## src/rtl/rxcc_defines.svh

```systemverilog
// Purpose: constants of the receive channel conditioner
// Assumes: 20 MHz system clock
// Notes:   definitions only
`ifndef RXCC_DEFINES_SVH
`define RXCC_DEFINES_SVH
// register offsets
`define RXCC_OFF_CONFIG      8'h50
`define RXCC_OFF_STATUS      8'h51
`define RXCC_OFF_ADDR_CTRL   8'h52
`define RXCC_OFF_DATA_BUF    8'h53
`define RXCC_RESET_BYTE      8'h00
// field positions
`define RXCC_CFG_CHAN_EN_BIT 0
`define RXCC_CFG_MODE_BIT    1
`define RXCC_STAT_BUSY_BIT   7
`define RXCC_AC_DIR_BIT      7
`define RXCC_CTRL_FULL_BIT   7
`define RXCC_CTRL_COND_BIT   6
`define RXCC_CTRL_MW_BIT     5
`define RXCC_CTRL_MSB_BIT    4
`define RXCC_SIG_COND_BIT    7
// internal table layout
`define RXCC_NUM_CHAN        5'd24
`define RXCC_TBL_SIZE        72
`define RXCC_ADDR_FIRST      7'h01
`define RXCC_ADDR_LAST       7'h48
`define RXCC_CODE_OFS        7'h18
`define RXCC_SIG_OFS         7'h30
`define RXCC_CTRL_WR_MASK    8'hF0
`define RXCC_CODE_WR_MASK    8'hFF
`define RXCC_SIG_WR_MASK     8'h8F
// milliwatt sequence, first byte in the top lane
`define RXCC_MW_PATTERN      64'h1E0B0B1E9E8B8B9E
// timing
`define RXCC_CLK_PERIOD_NS   50
`define RXCC_ACCESS_MAX_NS   640
`define RXCC_ACCESS_MAX_CYC  (`RXCC_ACCESS_MAX_NS / `RXCC_CLK_PERIOD_NS)
`define RXCC_SERVICE_CYC     4'h3
`endif

```

## src/rtl/rxcc_pkg.sv

```systemverilog
// Purpose: types of the receive channel conditioner
// Assumes: nothing
// Notes:   constants live in rxcc_defines.svh
`default_nettype none
package rxcc_pkg;
    typedef logic [7:0] rxcc_byte_t;
    // indirect access sequencer
    typedef enum logic [1:0] {
        RXCC_IDLE   = 2'b00,
        RXCC_ACCESS = 2'b01
    } rxcc_state_e;
endpackage
`default_nettype wire

```

## src/rtl/rxcc_rx_channel_conditioner.sv

```systemverilog
// Purpose: per-channel receive PCM and signaling conditioning
// Assumes: stream and cpu strobes on clk_sys_in
// Notes:   bytes are parallel; bit 7 is the first bit on the wire
`include "rxcc_defines.svh"
`default_nettype none

module rxcc_rx_channel_conditioner (
    // clock and reset
    input  wire logic       clk_sys_in,
    input  wire logic       rst_b_in,
    // microprocessor port
    input  wire logic [7:0] cpu_addr_in,
    input  wire logic       cpu_wr_in,
    input  wire logic       cpu_rd_in,
    input  wire logic [7:0] cpu_wdata_in,
    output logic      [7:0] cpu_rdata_out,
    // received stream from the framer
    input  wire logic [7:0] rx_pcm_in,
    input  wire logic [7:0] rx_sig_in,
    input  wire logic [4:0] rx_chan_in,
    input  wire logic       rx_valid_in,
    output logic            rx_ready_out,
    // conditioned stream to the backplane
    output logic      [7:0] receive_pcm_out,
    output logic      [7:0] receive_sig_out,
    output logic      [4:0] receive_chan_out,
    output logic            receive_valid_out,
    input  wire logic       receive_ready_in
);

    // ----------------------------------------
    // declarations
    // ----------------------------------------
    rxcc_pkg::rxcc_state_e st_q;
    logic                  chan_en_q;
    logic                  indirect_mode_q;
    logic            [7:0] addr_ctrl_q;
    rxcc_pkg::rxcc_byte_t  data_buf_q;
    rxcc_pkg::rxcc_byte_t  rdata_q;
    logic            [3:0] svc_cnt_q;
    rxcc_pkg::rxcc_byte_t  tbl_q [0:`RXCC_TBL_SIZE-1];
    logic            [2:0] mw_ph_q;
    logic           [20:0] fifo_q [0:1];
    logic                  wr_ptr_q;
    logic                  rd_ptr_q;
    logic            [1:0] cnt_q;

    logic                  busy;
    logic                  req_start;
    logic                  acc_done;
    logic                  acc_dir;
    logic                  acc_valid;
    logic            [6:0] acc_idx;
    logic                  tbl_wr;
    rxcc_pkg::rxcc_byte_t  wr_mask;
    rxcc_pkg::rxcc_byte_t  tbl_at_addr;
    logic                  chan_ok;
    logic            [6:0] ch_sel;
    rxcc_pkg::rxcc_byte_t  ctrl_b;
    rxcc_pkg::rxcc_byte_t  code_b;
    rxcc_pkg::rxcc_byte_t  sig_b;
    rxcc_pkg::rxcc_byte_t  mw_byte;
    rxcc_pkg::rxcc_byte_t  pcm_d;
    rxcc_pkg::rxcc_byte_t  sig_d;
    logic                  push;
    logic                  pop;

    // ----------------------------------------
    // indirect access decode
    // ----------------------------------------
    // a request while busy is dropped so the running access stays intact
    assign busy      = (st_q != rxcc_pkg::RXCC_IDLE);
    assign req_start = cpu_wr_in && (cpu_addr_in == `RXCC_OFF_ADDR_CTRL)
                       && !busy;
    assign acc_done  = (st_q == rxcc_pkg::RXCC_ACCESS) && (svc_cnt_q == 4'h0);
    assign acc_dir   = addr_ctrl_q[`RXCC_AC_DIR_BIT];
    assign acc_valid = (addr_ctrl_q[6:0] >= `RXCC_ADDR_FIRST)
                       && (addr_ctrl_q[6:0] <= `RXCC_ADDR_LAST);
    assign acc_idx   = acc_valid ? (addr_ctrl_q[6:0] - 7'h01) : 7'h00;
    assign tbl_wr    = acc_done && !acc_dir && acc_valid;
    assign tbl_at_addr = acc_valid ? tbl_q[acc_idx] : `RXCC_RESET_BYTE;

    // per-region write mask, matching the generate below
    always_comb begin
        if (acc_idx < `RXCC_CODE_OFS) begin
            wr_mask = `RXCC_CTRL_WR_MASK;
        end else if (acc_idx < `RXCC_SIG_OFS) begin
            wr_mask = `RXCC_CODE_WR_MASK;
        end else begin
            wr_mask = `RXCC_SIG_WR_MASK;
        end
    end

    // ----------------------------------------
    // access sequencer
    // ----------------------------------------
    // fixed service time, well inside the 640 ns bound
    always_ff @(posedge clk_sys_in) begin
        if (!rst_b_in) begin
            st_q      <= rxcc_pkg::RXCC_IDLE;
            svc_cnt_q <= 4'h0;
        end else begin
            case (st_q)
                rxcc_pkg::RXCC_IDLE: begin
                    if (req_start) begin
                        st_q      <= rxcc_pkg::RXCC_ACCESS;
                        svc_cnt_q <= `RXCC_SERVICE_CYC;
                    end
                end
                rxcc_pkg::RXCC_ACCESS: begin
                    if (svc_cnt_q == 4'h0) begin
                        st_q <= rxcc_pkg::RXCC_IDLE;
                    end else begin
                        svc_cnt_q <= svc_cnt_q - 4'h1;
                    end
                end
                default: begin
                    st_q <= rxcc_pkg::RXCC_IDLE;
                end
            endcase
        end
    end

    // ----------------------------------------
    // software registers
    // ----------------------------------------
    // configuration: channel enable and indirect mode
    always_ff @(posedge clk_sys_in) begin
        if (!rst_b_in) begin
            chan_en_q       <= 1'b0;
            indirect_mode_q <= 1'b0;
        end else if (cpu_wr_in && (cpu_addr_in == `RXCC_OFF_CONFIG)) begin
            chan_en_q       <= cpu_wdata_in[`RXCC_CFG_CHAN_EN_BIT];
            indirect_mode_q <= cpu_wdata_in[`RXCC_CFG_MODE_BIT];
        end
    end

    // address/control, taken only when idle
    always_ff @(posedge clk_sys_in) begin
        if (!rst_b_in) begin
            addr_ctrl_q <= `RXCC_RESET_BYTE;
        end else if (req_start) begin
            addr_ctrl_q <= cpu_wdata_in;
        end
    end

    // data buffer; a completing read wins over a cpu write
    always_ff @(posedge clk_sys_in) begin
        if (!rst_b_in) begin
            data_buf_q <= `RXCC_RESET_BYTE;
        end else if (acc_done && acc_dir) begin
            data_buf_q <= tbl_at_addr;
        end else if (cpu_wr_in && (cpu_addr_in == `RXCC_OFF_DATA_BUF)) begin
            data_buf_q <= cpu_wdata_in;
        end
    end

    // read data registered one cycle after the strobe
    always_ff @(posedge clk_sys_in) begin
        if (!rst_b_in) begin
            rdata_q <= `RXCC_RESET_BYTE;
        end else if (cpu_rd_in) begin
            case (cpu_addr_in)
                `RXCC_OFF_CONFIG:    rdata_q <= {6'h00, indirect_mode_q, chan_en_q};
                `RXCC_OFF_STATUS:    rdata_q <= {busy, 7'h00};
                `RXCC_OFF_ADDR_CTRL: rdata_q <= addr_ctrl_q;
                `RXCC_OFF_DATA_BUF:  rdata_q <= data_buf_q;
                default:             rdata_q <= `RXCC_RESET_BYTE;
            endcase
        end
    end
    assign cpu_rdata_out = rdata_q;

    // ----------------------------------------
    // per-channel table
    // ----------------------------------------
    // flops rather than ram so every entry is defined after reset
    for (genvar gi = 0; gi < `RXCC_TBL_SIZE; gi++) begin : g_tbl
        localparam logic [7:0] MASK = (gi < 24) ? `RXCC_CTRL_WR_MASK :
                                      (gi < 48) ? `RXCC_CODE_WR_MASK :
                                      `RXCC_SIG_WR_MASK;
        always_ff @(posedge clk_sys_in) begin
            if (!rst_b_in) begin
                tbl_q[gi] <= `RXCC_RESET_BYTE;
            end else if (tbl_wr && (acc_idx == 7'(gi))) begin
                tbl_q[gi] <= data_buf_q & MASK;
            end
        end
    end

    // ----------------------------------------
    // channel conditioning
    // ----------------------------------------
    // out-of-range channels (framing slots) read entry 0 but are not altered
    assign chan_ok = (rx_chan_in != 5'h00) && (rx_chan_in <= `RXCC_NUM_CHAN);
    assign ch_sel  = chan_ok ? {2'b00, rx_chan_in - 5'h01} : 7'h00;
    assign ctrl_b  = tbl_q[ch_sel];
    assign code_b  = tbl_q[ch_sel + `RXCC_CODE_OFS];
    assign sig_b   = tbl_q[ch_sel + `RXCC_SIG_OFS];
    assign mw_byte = 8'(`RXCC_MW_PATTERN >> {3'h7 - mw_ph_q, 3'h0});

    // no framing format input: behaviour is format independent
    always_comb begin
        pcm_d = rx_pcm_in;
        sig_d = rx_sig_in;
        if (chan_en_q && chan_ok) begin
            if (ctrl_b[`RXCC_CTRL_MW_BIT]) begin
                pcm_d = mw_byte;
            end else if (ctrl_b[`RXCC_CTRL_COND_BIT]) begin
                pcm_d = code_b;
            end else if (ctrl_b[`RXCC_CTRL_FULL_BIT] && ctrl_b[`RXCC_CTRL_MSB_BIT]) begin
                pcm_d = {rx_pcm_in[7], ~rx_pcm_in[6:0]};
            end else if (ctrl_b[`RXCC_CTRL_FULL_BIT]) begin
                pcm_d = ~rx_pcm_in;
            end else if (ctrl_b[`RXCC_CTRL_MSB_BIT]) begin
                pcm_d = {~rx_pcm_in[7], rx_pcm_in[6:0]};
            end
            if (sig_b[`RXCC_SIG_COND_BIT]) begin
                sig_d = {rx_sig_in[7:4], sig_b[3:0]};
            end
        end
    end

    // milliwatt phase steps once per frame, after the last channel
    always_ff @(posedge clk_sys_in) begin
        if (!rst_b_in) begin
            mw_ph_q <= 3'h0;
        end else if (push && (rx_chan_in == `RXCC_NUM_CHAN)) begin
            mw_ph_q <= mw_ph_q + 3'h1;
        end
    end

    // ----------------------------------------
    // two-entry output buffer
    // ----------------------------------------
    // a backplane stall holds the framer instead of dropping bytes
    assign rx_ready_out      = (cnt_q != 2'h2);
    assign receive_valid_out = (cnt_q != 2'h0);
    assign push              = rx_valid_in && rx_ready_out;
    assign pop               = receive_valid_out && receive_ready_in;

    always_ff @(posedge clk_sys_in) begin
        if (!rst_b_in) begin
            fifo_q[0] <= 21'h000000;
            fifo_q[1] <= 21'h000000;
            wr_ptr_q  <= 1'b0;
        end else if (push) begin
            fifo_q[wr_ptr_q] <= {rx_chan_in, sig_d, pcm_d};
            wr_ptr_q         <= ~wr_ptr_q;
        end
    end

    // read pointer and fill level
    always_ff @(posedge clk_sys_in) begin
        if (!rst_b_in) begin
            rd_ptr_q <= 1'b0;
            cnt_q    <= 2'h0;
        end else begin
            if (pop) begin
                rd_ptr_q <= ~rd_ptr_q;
            end
            cnt_q <= cnt_q + {1'b0, push} - {1'b0, pop};
        end
    end

    assign receive_pcm_out  = fifo_q[rd_ptr_q][7:0];
    assign receive_sig_out  = fifo_q[rd_ptr_q][15:8];
    assign receive_chan_out = fifo_q[rd_ptr_q][20:16];

    // ----------------------------------------
    // assertions
    // ----------------------------------------
    a_req_sets_busy: assert property (@(posedge clk_sys_in) disable iff (!rst_b_in)
        cpu_wr_in && (cpu_addr_in == `RXCC_OFF_ADDR_CTRL) && !busy |=> busy)
        else $error("access request did not raise busy");

    a_busy_bounded: assert property (@(posedge clk_sys_in) disable iff (!rst_b_in)
        $rose(busy) |-> busy [*4] ##1 !busy)
        else $error("busy did not fall on time");

    a_read_fills_buf: assert property (@(posedge clk_sys_in) disable iff (!rst_b_in)
        $rose(busy) && acc_dir |-> ##[1:12] (!busy && data_buf_q == tbl_at_addr))
        else $error("read data not in buffer within 640 ns");

    a_write_stores: assert property (@(posedge clk_sys_in) disable iff (!rst_b_in)
        tbl_wr |=> tbl_at_addr == ($past(data_buf_q) & $past(wr_mask)))
        else $error("table write stored wrong value");

    a_mw_priority: assert property (@(posedge clk_sys_in) disable iff (!rst_b_in)
        push && chan_en_q && chan_ok && ctrl_b[5] |=> fifo_q[$past(wr_ptr_q)][7:0] == $past(mw_byte))
        else $error("milliwatt not inserted");

    a_code_subst: assert property (@(posedge clk_sys_in) disable iff (!rst_b_in)
        push && chan_en_q && chan_ok && !ctrl_b[5] && ctrl_b[6] |-> pcm_d == code_b)
        else $error("conditioning code not substituted");

    a_inversions: assert property (@(posedge clk_sys_in) disable iff (!rst_b_in)
        push && chan_en_q && chan_ok && (ctrl_b[6:5] == 2'b00)
        |-> pcm_d == (rx_pcm_in ^ {ctrl_b[7] ^ ctrl_b[4], {7{ctrl_b[7]}}}))
        else $error("inversion pattern wrong");

    a_pass_disabled: assert property (@(posedge clk_sys_in) disable iff (!rst_b_in)
        push && !chan_en_q |-> (pcm_d == rx_pcm_in) && (sig_d == rx_sig_in))
        else $error("data altered while disabled");

    a_sig_nibble: assert property (@(posedge clk_sys_in) disable iff (!rst_b_in)
        push && chan_en_q && chan_ok && sig_b[7] |-> sig_d == {rx_sig_in[7:4], sig_b[3:0]})
        else $error("signaling code not placed in low nibble");

    a_mw_step: assert property (@(posedge clk_sys_in) disable iff (!rst_b_in)
        push && (rx_chan_in == 5'd24) |=> mw_ph_q == 3'($past(mw_ph_q) + 3'h1))
        else $error("milliwatt phase did not advance");

    a_out_hold: assert property (@(posedge clk_sys_in) disable iff (!rst_b_in)
        receive_valid_out && !receive_ready_in |=> receive_valid_out && $stable(receive_pcm_out))
        else $error("output changed while stalled");

endmodule // rxcc_rx_channel_conditioner
`default_nettype wire

```

## config.mk

```make
export PLATFORM = sky130hd
export DESIGN_NAME = rxcc_rx_channel_conditioner
export DESIGN_NICKNAME = d
export VERILOG_FILES = /design/src/rtl/rxcc_pkg.sv /design/src/rtl/rxcc_rx_channel_conditioner.sv
export VERILOG_INCLUDE_DIRS = /design/src /design/src/rtl
export SDC_FILE = /design/constraint.sdc
export NUM_CORES = 1
export LEC_CHECK = 0
export BUFFER_PORTS_ARGS = -buffer_cell sky130_fd_sc_hd__buf_2
export CAP_MARGIN = 0
export CORE_UTILIZATION = 60
export CTS_BUF_LIST = sky130_fd_sc_hd__clkbuf_8
export DETAILED_ROUTE_END_ITERATION = 7
export PLACE_DENSITY = 0.82
export RECOVER_POWER = 50
export SLEW_MARGIN = 20
export SYNTH_ARGS = -nofsm -noshare
export SYNTH_HDL_FRONTEND = slang
export SYNTH_SLANG_ARGS = --single-unit
export TNS_END_PERCENT = 100
```

## constraint.sdc

```tcl
create_clock -name clk_sys_in -period 7 [get_ports clk_sys_in]
set_clock_uncertainty 0.1 [all_clocks]
set_input_delay 0.35 -clock clk_sys_in [delete_from_list [all_inputs] [get_ports clk_sys_in]]
set_output_delay 0.35 -clock clk_sys_in [all_outputs]
set_load 0.02 [all_outputs]
```

Yosys cells after proc, flatten, opt, wreduce, memory -nomap -nowiden --
Memory sizes are Yosys's and may differ from the RTL's. A register that Yosys moved wholly into a read port is not among the register bits. Index checks and enable logic that the tools add are counted.
Word-level totals: bits in latches 0, memory bits (read-only) 0, memories 2, word-level logic and storage cells 601, flip-flop bits (word level) 39, input port bits 43, memory bits (writable) 618, output and inout port bits 31
Cells by class: multiplexer cells 317, multiply operators 0, reductions and logical operators 100, $add $sub $neg 9, equality and inequality tests 81, order comparisons 3, bitwise operators 77, div/mod/pow operators 0, shifts and indexed selects 1
Memory list:
- tbl_q | depth 72, bits a word 8, rd ports 4, clocked after Yosys merged registers in 0, wr ports 72, line rxcc_rx_channel_conditioner.sv:41 | rxcc_pkg::rxcc_byte_t tbl_q [0:`RXCC_TBL_SIZE-1];
- fifo_q | depth 2, bits a word 21, rd ports 1, clocked after Yosys merged registers in 1, wr ports 2, line rxcc_rx_channel_conditioner.sv:43 | logic [20:0] fifo_q [0:1];
Operators by type and width (number):
- $mux W8 | 81
- $eq A7 B6 Y1 const B | 32
- $mux W1 | 224
- $eq A7 B5 Y1 const B | 16
- $logic_and A1 B1 Y1 | 87
- $or A1 B1 Y1 | 72
- $shr A61 B6 Y8 const A | 1
- $eq A7 B4 Y1 const B | 8
- $eq A7 B7 Y1 const B | 8
- $eq A8 B7 Y1 const B | 4
- $pmux W8 S4 | 1
- $eq A7 B3 Y1 const B | 4
- $mux W21 | 1
- $reduce_or A21 Y1 | 1
- $mux W4 | 4
- $eq A7 B2 Y1 const B | 2
- $not A8 Y8 | 1
- $pmux W4 S2 | 1
- $reduce_bool A2 Y1 | 4
- $add A5 B6 Y7 const B | 1
- $eq A7 B1 Y1 const B | 1
- $ge A7 B1 Y1 const B | 1
- $le A7 B7 Y1 const B | 1
- $logic_not A7 Y1 | 1
- 25 further kinds | 31

Logic depth before layout (Yosys ltp) --
Gate-level depths: netlist of the first run. An unclocked memory read counts as a cell.
word-level depth 11, gate-level depth with buffers 22, depth with buffers taken out 14

Worst setup path before layout of the first run --
Ideal clock, no wire load.
kind in2reg, from in rx_chan_in[0], to mem fifo_q[0][0] (data pin), cell stages on the path 22, required time 6633 ps, library setup time 267 ps, path slack 1637 ps, arrival 4997 ps, path buffers 8, path through buf_2 -> clkinv_1 -> buf_1 -> clkbuf_1 -> clkbuf_1 -> ha_1 -> nand2b_1 -> clkbuf_1 -> o221a_2 -> nor2_1 -> inv_1 -> clkbuf_1 -> buf_1 -> ha_1 -> clkbuf_1 -> nor2b_1 -> nand2_1 -> a21oi_1 -> a211oi_1 -> nand4_1 -> a311oi_1 -> nor3_1
RTL lines:
- from (decl) | line rxcc_rx_channel_conditioner.sv:20 | input wire logic [4:0] rx_chan_in,
- to (decl) | line rxcc_rx_channel_conditioner.sv:43

==> results.tsv, run 1 <==
stage	metric	value	unit
worst_setup_path	Arr. time, crit path	6.72	ns
floorplanning	# rows	76	
logic_synthesis	Synth Flop Type	edfxtp_1	
clock_network	clk_lat worst skew	0.70	ns
logic_synthesis	cell with the most instances after synthesis	nor2_1	
drt	Initial DRC Count	4589	
floorplanning	Die Y-Extent	211	um
worst_setup_path	Crit. End Element	flop	
logic_synthesis	Mapped Cells	2528	
status	failing checks	DRC, capacitance limit, slew limit	
timing	Max Fclk	156	MHz
timing	Finish-stage setup viols	0	
worst_setup_path	CP required	7.31	ns
placed_design	global placer's final weighted congestion	1.06	
drt	drt via density	7.33	
logic_synthesis	largest cells by area after synthesis	edfxtp_1 51%, nor2_1 9.6%, mux2i_1 3.9%	
power	Power per Cell Area	241	nW/um^2
status	run status	finished, violations left	
logic_synthesis	yosys warns	0	
timing	Period minus WS final	6.41	ns
logic_synthesis	sequential fraction of the synthesis area	54.3	%
min_path	Hold Path Class	in2reg	
logic_synthesis	Post-synth EDFFs	450	
layout	Final #Nets	2631	
drt	routed vias	23706	
drt	WL/cell	32.5	um
timing	Slew Viols, Final	53	
global_routing	total global-route track usage	46.7	%
worst_setup_path	crit path launch type	input pin	
worst_setup_path	Worst path max stage delay	2.07	ns
worst_setup_path	crit path max fanout	12	
logic_synthesis	Synth top area share	51.3	%
worst_setup_path	WS Path Type	in2reg	
clock_network	CTS H-tree depth	3	
timing	RSZ-0062 raised after global routing	no	
global_routing	grt total ovfl	0	
worst_setup_path	slowest CP cell	nor3_1	
power	worst IR drop on VDD	244	uV
clock_network	clock slew at reported path FFs	0.07	ns
floorplanning	Die ar.	44700	um^2
logic_synthesis	Synth area leader	edfxtp_1	
timing	Fin. Hold Viols	0	
drt	Routed WL	105	mm
timing	final period utilization	91.6	%
timing	relative slew slack	-107	%
global_routing	initial antenna violation count	8	
worst_setup_path	cell-by-cell trace of the critical path	dlygate4sd3_1, clkbuf_1, inv_1, ha_1, nor2b_1, o21ai_0, buf_4, nor3_1, o22ai_1, a211oi_2, or3_1, a31oi_1, o221ai_1, nor2_1	
clock_network	CTS root buffer	clkbuf_8	
logic_synthesis	syn_nets	2582	
global_routing	first-pass GRT wire length	149	mm
logic_synthesis	Post-Syn Area	26300	um^2
floorplanning	total core area	43200	um^2
clock_network	Longest Clk Path Bufs	3	
placed_design	I/O Buffers	73	
logic_synthesis	syn avg cell area	10.4	um^2
power	P_leak	0.00984	uW
global_routing	largest net degree at the start of global routing	87	
layout	Util after Layout	67.0	%
floorplanning	Initial Util	61.0	%
logic_synthesis	Post-synth top cells	673 x nor2_1, 450 x edfxtp_1, 135 x clkbuf_1	
floorplanning	Ports	74	
logic_synthesis	async set-reset flop share out of synthesis	0	%
timing	TNS Setup	0	ns
clock_network	Num CTS Buffers	80	
layout	share of cells above drive strength 1	12.5	%
drt	Residual DRC	10	
placed_design	hpwl dp	71.4	mm
logic_synthesis	Netlist cell types	94	
timing	worst-margin pin slew	3.08	ns
global_routing	vias in the first global route	22286	
drt	DRT Pass-1 Iters	8	
drt	Final ANT Viol Nets	0	
clock_network	CTS tree	yes	
layout	Syn-to-layout area delta	9.93	%
logic_synthesis	Seq cells post-synth	489	
run	max cap viols	5	
floorplanning	Die X	211	um
clock_network	Setup Buffers After CTS	0	
clock_network	# clock sinks	489	
per-stage QoR:
step	area [um^2]	hold WS, ns	cells	worst slack, ns	total power, uW
2_1_floorplan	26300	0.364	2528	1.64	4050
3_3_place_gp	27200	0.368	3051	1.22	4400
3_5_place_dp	27200	0.379	3055	1.62	4420
4_1_cts	29000	0.00426	3228	1.64	6900
5_1_grt	28900	0.0338	3230	0.688	7090
6_report	28900	0.0307	3235	0.588	6960
flip-flops by register name (all words and copies together) (netlist names), named ones only:
register         count
chan_en_q            1
cpu_rdata_out        8
indirect_mode_q      1
data_buf_q           8
rd_ptr_q             1
addr_ctrl_q          8
wr_ptr_q             1
cnt_q                2
mw_ph_q              3
st_q                 1
tbl_q              408
svc_cnt_q            4
fifo_q              42
layout make-up:
| cell class | count | area [um^2] |
|---|---|---|
| Clock inverter | 66 | 433 |
| Multi-Input combinational cell | 1804 | 11000 |
| Fill cell | 3362 | 14200 |
| Inverter | 24 | 90.1 |
| Antenna cell | 6 | 15.0 |
| Sequential cell | 489 | 14300 |
| Clock buffer | 83 | 1140 |
| Timing Repair Buffer | 178 | 1220 |
| Tap cell | 585 | 732 |
placed cells by master, fill, tap and decap left out, types with 8 or more instances in the layout:
cell type      netlist  routed
nand2b_1             9       9
a2111oi_0            9       9
a21oi_1             76      76
nand2_1            121     121
xor2_1               8       8
dfxtp_1             39      39
a221oi_1            19      19
dlygate4sd3_1        0      24
o31a_1               9       9
or3_1               17      17
nor2_1             673     674
and2_0               1      16
o211ai_1            16      16
and2_1              24       9
clkinv_1             4      24
mux2_2              52      47
o221ai_1            29      29
o31ai_1             58      58
edfxtp_1           450     450
nand3_1             55      55
nand4_1             20      20
a31oi_1              7       8
xnor2_1              8       8
inv_1               19      38
clkinv_2             0      16
clkbuf_1           135      43
o21ai_0            121     121
mux4_2              39      39
nor3_1              40      43
and3_1              15      15
buf_2               38      44
clkbuf_8             0      83
buf_4                8      59
mux2i_1            102     102
a211oi_1            19      18
o22ai_1            116     116
ha_1                11      11
final timing paths:
check,start,slack [ns],depth (start not counted),to
max reg2reg,addr_ctrl_q[0],0.95,8,tbl_q[25][1]
min reg2reg,cpu_rdata_out[7],0.39,2,cpu_rdata_out[7]
min,rx_chan_in[4],0.03,2,fifo_q[1][20]
max,rx_chan_in[1],0.59,14,fifo_q[1][1]
power by group:
group	total (uW)	internal, uW	switching [uW]
logic	983	328	655
registers	3430	3330	104
clock network	2540	1300	1240
total	6960	4960	2000
critical path: cells and delay by family:
kind            cells  cell delay, ns
fa+ha+maj           1            0.30
buf+inv             4            1.03
compound gates      5            1.74
simple gates        4            3.26
layer usage:
| metal | global-route usage [%] | wire length (um) |
|---|---|---|
| met5 | 0.556 | 176 |
| met3 | 16.7 | 16900 |
| met4 | 28.5 | 7810 |
| met2 | 67.9 | 44100 |
| met1 | 59.8 | 36100 |
cells by family (layout without fill, tap and decap cells):
kind of cell	count (synthesis)	in the layout	share of synthesized area, %
fa+ha+maj	11	11	0.523
compound gates	572	572	14.7
simple gates	1010	1010	16.3
flops	489	489	54.3
xor+xnor	17	17	0.618
mux	194	194	9.49
buf+inv	235	351	4.00
other cells	0	6	0
timing repair:
item	4_1_cts	5_1_grt
hold buffers	24	0
endpoints found under the hold margin	43	0
resized for setup	0	0
(Power assumes the default switching activity.)
==> run 2, diff against run 1 <==
--- a/config.mk
+++ b/config.mk
@@ -6,12 +6,12 @@
 export SDC_FILE = /design/constraint.sdc
 export NUM_CORES = 1
 export LEC_CHECK = 0
-export BUFFER_PORTS_ARGS = -buffer_cell sky130_fd_sc_hd__buf_2
+export BUFFER_PORTS_ARGS = -buffer_cell sky130_fd_sc_hd__clkbuf_2
 export CAP_MARGIN = 0
-export CORE_UTILIZATION = 60
+export CORE_UTILIZATION = 46
 export CTS_BUF_LIST = sky130_fd_sc_hd__clkbuf_8
 export DETAILED_ROUTE_END_ITERATION = 7
-export PLACE_DENSITY = 0.82
+export PLACE_DENSITY = 0.67
 export RECOVER_POWER = 50
 export SLEW_MARGIN = 20
 export SYNTH_ARGS = -nofsm -noshare
==> run 2 against run 1 <==
  * The flow finishes with violations (capacitance limit, slew limit)
  * Critical path depth is the same
  * Clock power grew 5%
  * Count of clock-buffer cells in the layout grew 6
  * Final area grew 1.0%
  * Maximum frequency grew 3.0%
  * Flip-flop and latch count is the same
  * Combinational power shrank 3.5%
  * Die area grew 30%
  * Sequential power is essentially flat
  * Critical endpoint is now fifo_q[1][10]
  * Largest cell class unchanged
  * Largest power group unchanged
==> results.tsv, run 2 (synthesis results as in run 1) <==
stage	metric	value	unit	change
power	Power per Cell Area	241	nW/um^2	about the same
floorplanning	Die X	241	um	was 211 um
layout	share of cells above drive strength 1	12.9	%	was 12.5%
clock_network	Longest Clk Path Bufs	3		unchanged
drt	Top Metal Used	met5		unchanged
floorplanning	Initial Util	46.6	%	was 61.0%
min_path	Hold Startpoint	rx_pcm_in[3]		was rx_chan_in[4]
timing	relative slew slack	-109	%	was -107%
min_path	Hold Path Class	in2reg		unchanged
clock_network	CTS tree	yes		unchanged
timing	Max Fclk	161	MHz	was 156 MHz
layout	most frequent cells in the layout	674 x nor2_1, 450 x edfxtp_1, 121 x nand2_1		was 674 x nor2_1, 450 x edfxtp_1, 121 x o21ai_0, 121 x nand2_1, 116 x o22ai_1
timing	TNS Setup	0	ns	unchanged
drt	routed vias	23116		was 23706
worst_setup_path	crit path max fanout	29		was 12
power	total power	7050	uW	was 6960 uW
placed_design	hpwl dp	72.5	mm	was 71.4 mm
global_routing	grt total ovfl	0		unchanged
clock_network	Num CTS Buffers	85		was 80
drt	drt via density	6.77		was 7.33
power	worst IR drop on VDD	125	uV	was 244 uV
status	failing checks	capacitance limit, slew limit		was DRC, capacitance limit, slew limit
drt	met2 WL post-DR	45.1	mm	was 44.1 mm
timing	Slew Viols, Final	107		was 53
worst_setup_path	R2R Path Start	addr_ctrl_q[0]		unchanged
clock_network	CTS root buffer	clkbuf_8		unchanged
layout	Util after Layout	51.7	%	was 67.0%
drt	WL met3	14.0	mm	was 16.9 mm
min_path	Hold Path Cell Cnt	3		was 2
global_routing	initial antenna violation count	1		was 8
run	max cap viols	5		unchanged
global_routing	total global-route track usage	35.8	%	was 46.7%
timing	Min Hold Slack	0.0123	ns	was 0.0307 ns
drt	DRT Pass-1 Iters	8		unchanged
worst_setup_path	CP required	7.31	ns	about the same
layout	Syn-to-layout area delta	11.0	%	was 9.93%
worst_setup_path	Arr. time, crit path	6.54	ns	was 6.72 ns
drt	M1 wire length	40.0	mm	was 36.1 mm
layout	max reg flops	408		unchanged
worst_setup_path	reg2reg setup slack	0.85	ns	was 0.95 ns
timing	Final WS setup	0.773	ns	was 0.588 ns
clock_network	# clock sinks	489		unchanged
layout	ant diodes	0		was 6
timing	Fin. Hold Viols	0		unchanged
timing	Finish-stage setup viols	0		unchanged
drt	WL/cell	30.6	um	was 32.5 um
worst_setup_path	r2r endpoint	tbl_q[35][7]		was tbl_q[25][1]
floorplanning	Ports	74		unchanged
floorplanning	total core area	56500	um^2	was 43200 um^2
min_path	Hold Crit Endpoint	fifo_q[1][3]		was fifo_q[1][20]
layout	commonest non-fill, non-tap cell in the layout	nor2_1		unchanged
floorplanning	Die Y-Extent	241	um	was 211 um
worst_setup_path	crit path launch type	input pin		unchanged
floorplanning	Die ar.	58200	um^2	was 44700 um^2
timing	worst-margin pin slew	3.10	ns	was 3.08 ns
power	P_leak	0.00990	uW	was 0.00984 uW
timing	RSZ-0062 raised after global routing	no		unchanged
drt	Initial DRC Count	3986		was 4589
clock_network	CTS H-tree depth	3		unchanged
layout	Biggest register	tbl_q		unchanged
placed_design	global placer's final weighted congestion	1.07		was 1.06
layout	Top Registers	tbl_q (408), fifo_q (42)		unchanged
clock_network	clk_lat worst skew	0.71	ns	was 0.70 ns
layout	Final #Nets	2640		was 2631
drt	Routed WL	105	mm	about the same
drt	Residual DRC	0		was 10
worst_setup_path	WS Path Type	in2reg		unchanged
placed_design	I/O Buffers	73		unchanged
floorplanning	# rows	87		was 76
drt	Final ANT Viol Nets	0		unchanged
worst_setup_path	Crit. End Element	flop		unchanged
global_routing	vias in the first global route	21689		was 22286
placed_design	dpl ws	1.38	ns	was 1.62 ns
worst_setup_path	Reg2Reg Depth	11		was 8
clock_network	clock slew at reported path FFs	0.07	ns	about the same
global_routing	largest net degree at the start of global routing	66		was 87
global_routing	first-pass GRT wire length	149	mm	about the same
timing	final period utilization	89.0	%	was 91.6%
timing	Period minus WS final	6.23	ns	was 6.41 ns
status	run status	finished, violations left		unchanged
==> run 2: how the worst max path moves through the flow <==
stage                         from       endpoint  slack [ns]  cells past startpoint
floorplan            rx_chan_in[0]   fifo_q[0][0]        1.64                     22
global placement    addr_ctrl_q[0]   tbl_q[44][4]        1.39                      7
detailed placement  addr_ctrl_q[0]   tbl_q[38][4]        1.38                      9
CTS                 addr_ctrl_q[0]   tbl_q[38][1]        1.35                      9
global route        addr_ctrl_q[0]   tbl_q[17][4]        0.64                      7
finish               rx_chan_in[1]  fifo_q[1][10]        0.77                     14
==> run 2: power by group <==
| group | internal [uW] | switching, uW |
|---|---|---|
| sequential | 3330 | 104 |
| clock | 1380 | 1290 |
| combinational | 324 | 625 |
| total | 5030 | 2020 |
==> run 2: repair_timing <==
| action | in CTS | in global routing |
|---|---|---|
| hold endpoints to repair | 43 | 0 |
| setup buffers | 0 | 0 |
| hold buffers | 24 | 0 |
| gates resized for setup | 0 | 0 |
==> run 2: metal layers <==
| layer | track usage, % | up-vias |
|---|---|---|
| met4 | 18.2 | 2 |
| met3 | 8.75 | 322 |
| met1 | 48.6 | 11300 |
| met5 | 0 | - |
| li1 | - | 9565 |
| met2 | 53.4 | 1927 |
==> run 2: metrics by stage <==
step,cell area [um^2],cells
finish,29200,3414
global route,29200,3414
CTS,29300,3414
detailed placement,27400,3231
global placement,27400,3230
floorplan,26300,2528
==> run 2: layout make-up <==
cell class / count / area (um^2)
fillers: 5036 / 27300
flip-flops and latches: 489 / 14300
multi-input cells: 1804 / 11000
clock buffers: 89 / 1220
repair buffers: 182 / 1170
well taps: 756 / 946
clock inverters: 70 / 455
inverters: 24 / 90.1
==> run 2: worst max-delay path: stages <==
cell	delay, ns
dlygate4sd3_1	0.53
clkbuf_1	0.12
inv_1	0.12
ha_1	0.30
or4b_1	0.72
o211ai_4	0.32
clkbuf_1	1.48
nor2_1	0.32
and3_1	0.28
a2111oi_0	0.72
a211oi_1	0.31
nor3_4	0.31
mux2i_1	0.53
nor2_1	0.07
